===== src/lbx_consts.svh =====
// register offsets, reset values and bit counts of the legacy link byte path
// assumes inclusion by bare name from the design files
`ifndef LBX_CONSTS_SVH
`define LBX_CONSTS_SVH

`define LBX_OFS_RX_BYTE 8'h28
`define LBX_OFS_MATCH_ONE 8'h29
`define LBX_OFS_MATCH_TWO 8'h2a
`define LBX_OFS_TX_BYTE 8'h7e
`define LBX_RST_BYTE 8'h00
`define LBX_UNMAPPED_READ 8'h00
`define LBX_LAST_BIT 3'h7
`define LBX_ONES_RUN 3'h5
`define LBX_ONES_MAX 3'h6

`endif


===== src/lbx_pkg.sv =====
// types shared by the legacy link byte path
// assumes nothing of its surroundings
package lbx_pkg;

    // one serial bit position of the framer stream
    typedef struct packed {
        logic slot;
        logic value;
    } lbx_bit_s;

    // framing and stuffing controls held by the host
    typedef struct packed {
        logic esf_mode;
        logic zero_stuff_enable;
        logic zero_destuff_enable;
        logic multiframe_load_enable;
        logic fs_source_select;
    } lbx_ctrl_s;

    // status flags, irq masks and clear pulses share this layout
    typedef struct packed {
        logic rx_full;
        logic tx_empty;
        logic match;
    } lbx_flags_s;

endpackage


===== src/lbx_buf.sv =====
// small valid/ready buffer, registered handshake outputs
// assumes one clock, async active-low reset
`timescale 1ns/1ps
module lbx_buf #(
    parameter int WIDTH = 8,
    parameter int DEPTH = 2
) (
    input wire logic mclk,
    input wire logic reset_n,
    input wire logic in_valid,
    output logic in_ready,
    input wire logic [WIDTH-1:0] in_data,
    output logic out_valid,
    input wire logic out_ready,
    output logic [WIDTH-1:0] out_data
);
    localparam int AW = (DEPTH > 1) ? $clog2(DEPTH) : 1;
    localparam int CW = $clog2(DEPTH + 1);

    logic [WIDTH-1:0] mem [DEPTH];
    logic [AW-1:0] wr_ptr;
    logic [AW-1:0] rd_ptr;
    logic [CW-1:0] count;
    logic [CW-1:0] next_count;
    logic push;
    logic pop;

    assign push = in_valid && in_ready;
    assign pop = out_valid && out_ready;
    assign out_data = mem[rd_ptr];

    always_comb
    begin
        next_count = count;
        if (push && !pop)
        begin
            next_count = count + CW'(1);
        end
        else if (pop && !push)
        begin
            next_count = count - CW'(1);
        end
    end

    always_ff @(posedge mclk or negedge reset_n)
    begin
        if (!reset_n)
        begin
            count <= '0;
            in_ready <= 1'b1;
            out_valid <= 1'b0;
        end
        else
        begin
            count <= next_count;
            in_ready <= (next_count != CW'(DEPTH));
            out_valid <= (next_count != '0);
        end
    end

    always_ff @(posedge mclk or negedge reset_n)
    begin
        if (!reset_n)
        begin
            wr_ptr <= '0;
            rd_ptr <= '0;
        end
        else
        begin
            if (push)
            begin
                wr_ptr <= (wr_ptr == AW'(DEPTH - 1)) ? '0 : wr_ptr + AW'(1);
            end
            if (pop)
            begin
                rd_ptr <= (rd_ptr == AW'(DEPTH - 1)) ? '0 : rd_ptr + AW'(1);
            end
        end
    end

    always_ff @(posedge mclk)
    begin
        if (push)
        begin
            mem[wr_ptr] <= in_data;
        end
    end

endmodule


===== src/lbx_link_byte.sv =====
// legacy link byte insert and extract path of a t1 framer
// assumes framer slot strobes and host port are synchronous to mclk
// Functional notes
// - link byte matching either match byte flags, interrupts
// - match registers hold 8-bit pattern, bit7 msb
// - esf uses link slots, d4 uses fs slots
// - written byte sent lsb first, bit per slot
// - empty flag set after eighth bit sent
// - empty flag with mask drives irq low
// - no new byte means resend held byte
// - stuffing inserts zero after five ones
// - multiframe load mode loads only on boundaries
// - fs message fields via rx/tx bytes
// - rx bits lsb first, full flag each byte
// - destuff drops zero after exactly five ones
`timescale 1ns/1ps
`include "lbx_consts.svh"
module lbx_link_byte #(
    parameter int BUF_DEPTH = 2
) (
    input wire logic mclk,
    input wire logic reset_n,
    input wire logic [7:0] cpu_addr,
    input wire logic cpu_wr,
    input wire logic cpu_rd,
    input wire logic [7:0] cpu_wdata,
    output logic [7:0] cpu_rdata,
    output logic tx_write_ready,
    input wire lbx_pkg::lbx_ctrl_s ctrl,
    input wire lbx_pkg::lbx_flags_s irq_mask,
    input wire lbx_pkg::lbx_flags_s flag_clear,
    output lbx_pkg::lbx_flags_s flags,
    output logic irq_n,
    input wire lbx_pkg::lbx_bit_s rx_in,
    input wire logic tx_link_slot,
    input wire logic tx_fs_slot,
    input wire logic tx_mf_boundary,
    input wire logic fs_alt_bit,
    output lbx_pkg::lbx_bit_s tx_out
);
    logic [7:0] match_one;
    logic [7:0] match_two;
    logic [7:0] tx_written;
    logic [7:0] rx_link_byte;
    logic [7:0] rx_shift;
    logic [2:0] rx_count;
    logic [2:0] rx_ones;
    logic [7:0] cur_byte;
    logic [2:0] tx_count;
    logic [2:0] tx_ones;
    logic buf_ready;
    logic buf_valid;
    logic [7:0] buf_data;
    logic wr_tx;
    logic tx_slot;
    logic tx_alt;
    logic tx_start;
    logic tx_stuff;
    logic load_ok;
    logic tx_pop;
    logic tx_adv;
    logic [7:0] byte_now;
    logic tx_bit;
    logic rx_drop;
    logic rx_take;
    logic rx_done;
    logic [7:0] rx_new;
    lbx_pkg::lbx_flags_s set_ev;
    lbx_pkg::lbx_flags_s next_flags;

    // host port writes
    assign wr_tx = cpu_wr && (cpu_addr == `LBX_OFS_TX_BYTE);

    always_ff @(posedge mclk or negedge reset_n)
    begin
        if (!reset_n)
        begin
            match_one <= `LBX_RST_BYTE;
            match_two <= `LBX_RST_BYTE;
            tx_written <= `LBX_RST_BYTE;
        end
        else if (cpu_wr)
        begin
            if (cpu_addr == `LBX_OFS_MATCH_ONE)
            begin
                match_one <= cpu_wdata;
            end
            if (cpu_addr == `LBX_OFS_MATCH_TWO)
            begin
                match_two <= cpu_wdata;
            end
            if (wr_tx && buf_ready)
            begin
                tx_written <= cpu_wdata;
            end
        end
    end

    // registered read data; fs message fields share these bytes
    always_ff @(posedge mclk or negedge reset_n)
    begin
        if (!reset_n)
        begin
            cpu_rdata <= `LBX_UNMAPPED_READ;
        end
        else if (cpu_rd)
        begin
            unique case (cpu_addr)
                `LBX_OFS_RX_BYTE: cpu_rdata <= rx_link_byte;
                `LBX_OFS_MATCH_ONE: cpu_rdata <= match_one;
                `LBX_OFS_MATCH_TWO: cpu_rdata <= match_two;
                `LBX_OFS_TX_BYTE: cpu_rdata <= tx_written;
                default: cpu_rdata <= `LBX_UNMAPPED_READ;
            endcase
        end
    end

    lbx_buf #(
        .WIDTH(8),
        .DEPTH(BUF_DEPTH)
    ) u_lbx_buf (
        .mclk(mclk),
        .reset_n(reset_n),
        .in_valid(wr_tx),
        .in_ready(buf_ready),
        .in_data(cpu_wdata),
        .out_valid(buf_valid),
        .out_ready(tx_pop),
        .out_data(buf_data)
    );

    assign tx_write_ready = buf_ready;

    // transmit bit selection
    assign tx_slot = ctrl.esf_mode ? tx_link_slot : tx_fs_slot;
    assign tx_alt = !ctrl.esf_mode && ctrl.fs_source_select;
    assign tx_start = (tx_count == 3'h0);
    assign tx_stuff = ctrl.zero_stuff_enable && (tx_ones == `LBX_ONES_RUN);
    assign load_ok = buf_valid && (!ctrl.multiframe_load_enable || tx_mf_boundary);
    assign tx_adv = tx_slot && !tx_alt && !tx_stuff;
    assign tx_pop = tx_adv && tx_start && load_ok;
    assign byte_now = (tx_start && load_ok) ? buf_data : cur_byte;
    assign tx_bit = byte_now[tx_count];

    always_ff @(posedge mclk or negedge reset_n)
    begin
        if (!reset_n)
        begin
            cur_byte <= `LBX_RST_BYTE;
            tx_count <= 3'h0;
            tx_ones <= 3'h0;
        end
        else if (tx_slot && !tx_alt)
        begin
            if (tx_stuff)
            begin
                tx_ones <= 3'h0;
            end
            else
            begin
                cur_byte <= byte_now;
                tx_count <= tx_count + 3'h1;
                tx_ones <= tx_bit ? ((tx_ones == `LBX_ONES_MAX) ? tx_ones : tx_ones + 3'h1) : 3'h0;
            end
        end
    end

    always_ff @(posedge mclk or negedge reset_n)
    begin
        if (!reset_n)
        begin
            tx_out <= '0;
        end
        else
        begin
            tx_out.slot <= tx_slot;
            if (tx_slot)
            begin
                tx_out.value <= tx_alt ? fs_alt_bit : (tx_stuff ? 1'b0 : tx_bit);
            end
        end
    end

    // receive destuff and byte assembly
    assign rx_drop = rx_in.slot && ctrl.zero_destuff_enable && !rx_in.value
        && (rx_ones == `LBX_ONES_RUN);
    assign rx_take = rx_in.slot && !rx_drop;
    assign rx_done = rx_take && (rx_count == `LBX_LAST_BIT);
    assign rx_new = {rx_in.value, rx_shift[7:1]};

    always_ff @(posedge mclk or negedge reset_n)
    begin
        if (!reset_n)
        begin
            rx_shift <= `LBX_RST_BYTE;
            rx_count <= 3'h0;
            rx_ones <= 3'h0;
            rx_link_byte <= `LBX_RST_BYTE;
        end
        else
        begin
            if (rx_in.slot)
            begin
                rx_ones <= !rx_in.value ? 3'h0
                    : ((rx_ones == `LBX_ONES_MAX) ? rx_ones : rx_ones + 3'h1);
            end
            if (rx_take)
            begin
                rx_shift <= rx_new;
                rx_count <= rx_count + 3'h1;
            end
            if (rx_done)
            begin
                rx_link_byte <= rx_new;
            end
        end
    end

    // sticky flags, set wins over clear
    always_comb
    begin
        set_ev.rx_full = rx_done;
        set_ev.match = rx_done && ((rx_new == match_one) || (rx_new == match_two));
        set_ev.tx_empty = tx_adv && (tx_count == `LBX_LAST_BIT);
        next_flags = (flags & ~flag_clear) | set_ev;
    end

    always_ff @(posedge mclk or negedge reset_n)
    begin
        if (!reset_n)
        begin
            flags <= '0;
            irq_n <= 1'b1;
        end
        else
        begin
            flags <= next_flags;
            irq_n <= !(|(flags & irq_mask));
        end
    end

    // checks
    chk_match_flag_set: assert property (@(posedge mclk) disable iff (!reset_n)
        rx_done && (rx_new == match_one) |=> flags.match)
        else $error("match flag not set on matching byte");

    chk_match_reg_hold: assert property (@(posedge mclk) disable iff (!reset_n)
        cpu_wr && (cpu_addr == `LBX_OFS_MATCH_TWO) |=> match_two == $past(cpu_wdata))
        else $error("match register did not take written byte");

    chk_slot_source: assert property (@(posedge mclk) disable iff (!reset_n)
        !ctrl.esf_mode && tx_fs_slot |=> tx_out.slot)
        else $error("fs slot not used in d4 mode");

    chk_tx_lsb_first: assert property (@(posedge mclk) disable iff (!reset_n)
        tx_pop |=> tx_out.value == $past(buf_data[0]))
        else $error("loaded byte not sent lsb first");

    chk_tx_empty_set: assert property (@(posedge mclk) disable iff (!reset_n)
        tx_adv && (tx_count == 3'h7) |=> flags.tx_empty && (tx_count == 3'h0))
        else $error("empty flag not set after eighth bit");

    chk_irq_empty: assert property (@(posedge mclk) disable iff (!reset_n)
        flags.tx_empty && irq_mask.tx_empty |=> !irq_n)
        else $error("irq not driven low on masked-in empty");

    chk_tx_repeat: assert property (@(posedge mclk) disable iff (!reset_n)
        tx_adv && tx_start && !load_ok |=> tx_out.value == $past(cur_byte[0]) && cur_byte == $past(cur_byte))
        else $error("held byte not resent");

    chk_tx_stuff_zero: assert property (@(posedge mclk) disable iff (!reset_n)
        tx_slot && !tx_alt && tx_stuff |=> !tx_out.value && (tx_count == $past(tx_count)))
        else $error("stuffed zero missing after five ones");

    chk_mf_load: assert property (@(posedge mclk) disable iff (!reset_n)
        tx_adv && tx_start && buf_valid && ctrl.multiframe_load_enable && !tx_mf_boundary
        |=> (cur_byte == $past(cur_byte)) && buf_valid)
        else $error("byte loaded off multiframe boundary");

    chk_rx_full_set: assert property (@(posedge mclk) disable iff (!reset_n)
        rx_done |=> flags.rx_full && (rx_link_byte == $past(rx_new)) && (rx_count == 3'h0))
        else $error("rx full flag or byte wrong after eight bits");

    chk_rx_destuff: assert property (@(posedge mclk) disable iff (!reset_n)
        rx_drop |=> (rx_count == $past(rx_count)) && (rx_shift == $past(rx_shift)))
        else $error("stuffed zero not removed");

    chk_match_once: assert property (@(posedge mclk) disable iff (!reset_n)
        !rx_done && !$past(flags.match) && !flags.match |=> !flags.match || $past(rx_done))
        else $error("match flag set outside byte completion");

    cov_match_seen: cover property (@(posedge mclk) disable iff (!reset_n) set_ev.match);
    cov_tx_stuff: cover property (@(posedge mclk) disable iff (!reset_n) tx_slot && tx_stuff);
    cov_rx_drop: cover property (@(posedge mclk) disable iff (!reset_n) rx_drop);
    cov_buf_full: cover property (@(posedge mclk) disable iff (!reset_n) wr_tx && !buf_ready);

endmodule


===== config.mk =====
export PLATFORM = sky130hd
export DESIGN_NAME = lbx_link_byte
export DESIGN_NICKNAME = d
export VERILOG_FILES = /design/src/lbx_pkg.sv /design/src/lbx_buf.sv /design/src/lbx_link_byte.sv
export VERILOG_INCLUDE_DIRS = /design/src
export SDC_FILE = /design/constraint.sdc
export NUM_CORES = 1
export LEC_CHECK = 0
export BUFFER_PORTS_ARGS = -buffer_cell sky130_fd_sc_hd__buf_2
export CORE_UTILIZATION = 58
export DETAILED_ROUTE_END_ITERATION = 8
export PLACE_DENSITY = 0.79
export SYNTH_ARGS = -nofsm -noshare
export SYNTH_HDL_FRONTEND = slang
export SYNTH_SLANG_ARGS = --single-unit

===== constraint.sdc =====
create_clock -name mclk -period 2.84 [get_ports mclk]
set_clock_uncertainty 0.15 [all_clocks]
set_input_delay 0.568 -clock mclk [delete_from_list [all_inputs] [get_ports mclk]]
set_output_delay 0.568 -clock mclk [all_outputs]
set_load 0.02 [all_outputs]

==> results.yml <==
die:
  die_area_um2: 7910
  fp-row-count: 31
  die_h_um: 88.9
  die_w_um: 88.9
  coreArea_um2: 7290
  pin_count: 52
  start_util_pct: 60.1
global_routing:
  overflow: 0
  antenna_found_initial: 0
  grt_max_degree: 48
  grt_pass1_wl_um: 13000
  grt.total_usage_pct: 22.5
  grt_pass1_vias: 2661
logic_synthesis:
  synth_mux_area_share_pct: 14.7
  synth_xor_area_share_pct: 4.60
  async_flop_share_pct: 83.2
  yosys.area_share.simple_pct: 9.39
  yosysTopAreaCell: "dfrtp_1"
  synth_area_um2: 4380
  syn_inst: 335
  synth_nets: 383
  synth_common_cells: "dfrtp_1 (77), mux2_2 (41), nand2_1 (23)"
  ys_ff_latch: 95
  synth_compound_area_share_pct: 9.37
  synth-edff-count: 16
  ys_top_cells_by_area: "dfrtp_1 (44%), edfxtp_1 (11%), mux2_2 (11%), xor2_1 (3.4%), ha_1 (3.1%)"
  synth_cell_types: 52
  ys_seq_area_share_pct: 56.1
  synthAdderAreaFrac_pct: 3.14
  synth_top_area_share_pct: 44.0
  ys.flop_type: "dfrtp_1"
  yosysMostFrequentCell: "dfrtp_1"
  yosys_warnings: 0
  syn_area_per_cell_um2: 13.1
  synth_top_family_by_area: "multiplexers"
cts:
  hold_buffers: 0
  post-cts-setup-buffers: 0
  cts-htree-levels: 3
  cts.path.max_buffers: 2
  clk_pin_slew_worst_paths_ps: 80
  cts_buffers: 9
  numClockSinks: 95
  cts_tree: "yes"
  cts_root_buf: "clkbuf_8"
  clock_latency_ps: 350
  postCtsResizedCells: 0
routing:
  drt_wl_total_um: 8210
  vias: 2839
  firstDrtPassIters: 4
  wl_per_cell_um: 16.4
  drc: 0
  drt_iter0_drc: 150
  vias_per_cell: 5.67
  drtAntennaViolNets: 0
min_path:
  min_path_type: "input pin to asynchronous set/reset pin"
sta:
  hold_violations: 0
  slew_viol_final: 0
  tns_ps: 0
  fin_crit_ps: 2300
  setup_viol: 0
  rsz0062_at_grt: "no"
  worstMarginPinSlew_ps: 613
  relSlewSlack_pct: 59.1
  worst_hold_slack_ps: 78.7
  fmax_mhz: 435
  period_share_pct: 81.0
placed_design:
  hpwl_um: 6110
  port_buffers: 51
  gp_congestion: 0.840
outcome:
  status: "finished clean"
finish:
  drive_above_1_share_pct: 32.3
  n_antenna_cell: 0
  area_growth_syn_to_layout_pct: 13.1
  final_nets: 445
critical_path:
  cp-start-kind: "flip-flop"
  critPathArrivalTime_ps: 2360
  crit_path_end_kind: "flip-flop"
  crit_type: "flip-flop to flip-flop"
  crit_required_ps: 2900
  worst-path-max-fanout: 17
power_and_ir_drop:
  power_leakage_nw: 2.29
  ir_drop_v: 0.000452
  powerDensity_nw_per_um2: 715
  power_mw: 3.54
job:
  max_cap_violations: 0
metal layers:
layer | vias up | track usage [%] | wire (um)
met5 | - | 0 | 0
met2 | 47 | 38.0 | 4190
met3 | 14 | 4.25 | 332
met1 | 1422 | 28.8 | 3540
li1 | 1356 | - | -
met4 | 0 | 9.09 | 154
worst max-delay path: stages (launching register included):
cell	delay, ps
dfrtp_1	480
inv_1	120
ha_1	150
nand2_1	50
nor3_1	400
nand3_1	500
nand2_1	210
o21ai_0	100
cell families after synthesis:
group / Yosys count
compound gates: 58
buf+inv: 28
mux: 54
xor+xnor: 23
flops: 95
fa+ha+maj: 11
simple gates: 66
final timing paths:
kind | startpoint | to | slack (ps) | depth (start not counted)
setup / recovery | tx_count[0] | cur_byte[3] | 540 | 7
setup reg to reg | tx_count[0] | cur_byte[3] | 540 | 7
min in group mclk | irq_mask[1] | irq_n | 200 | 2
max in group asynchronous | reset_n | irq_n | 1800 | 2
hold / removal | reset_n | cur_byte[5] | 80 | 1
hold reg to reg | flags[0] | irq_n | 310 | 1
metrics by stage:
step,cell area [um^2],utilization (%),worst slack (ps),std cells
detailed placement,4790,65.7,385,485
finish,4950,67.9,540,501
global placement,4790,65.7,459,485
floorplan,4380,-,325,335
global route,4950,67.9,361,501
CTS,4950,67.9,532,501
cell type report:
class / count / area (um^2)
clock buffer: 15 / 156
clock inverter: 1 / 5.00
fill: 568 / 2340
inverter: 20 / 75.1
multi-input combinational: 212 / 1800
sequential: 95 / 2460
tap: 99 / 124
timing repair buffer: 59 / 330
sequential cells by signal, indices dropped and copies added, names as in the netlist:
register             cells
tx_written               8
cpu_rdata                8
tx_ones                  3
irq_n                    1
match_one                8
rx_link_byte             8
u_lbx_buf.count          2
rx_ones                  3
tx_count                 3
u_lbx_buf.wr_ptr         1
tx_out                   2
u_lbx_buf.mem           16
cur_byte                 8
u_lbx_buf.rd_ptr         1
flags                    3
rx_count                 3
rx_shift                 7
u_lbx_buf.in_ready       1
match_two                8
u_lbx_buf.out_valid      1
power by group:
part	total (mW)	internal [mW]	switching (mW)
sequential	1.92	1.66	0.256
combinational	0.859	0.457	0.403
clock	0.768	0.344	0.424
layout by cell type, fill, tap and decap left out, types with 3 or more instances in the layout:
master	synthesis	routed
dfrtp_1	77	77
buf_2	1	50
mux2_2	41	41
nand2_1	23	23
inv_1	20	20
xor2_1	17	17
edfxtp_1	16	16
o22ai_1	15	15
o21ai_0	12	12
ha_1	11	11
clkbuf_8	0	10
a222oi_1	9	9
nand3_1	8	8
a21boi_0	8	8
mux2i_1	8	8
buf_4	3	8
xnor2_1	6	6
clkbuf_1	2	5
nor4_1	4	4
mux4_2	4	4
and2_1	3	3
nand4b_1	3	3
a22oi_1	3	3
nor2b_1	3	3
nand2b_1	3	3
nor2_1	3	3
a21oi_1	3	3
Power figures use the tool's default switching activity.
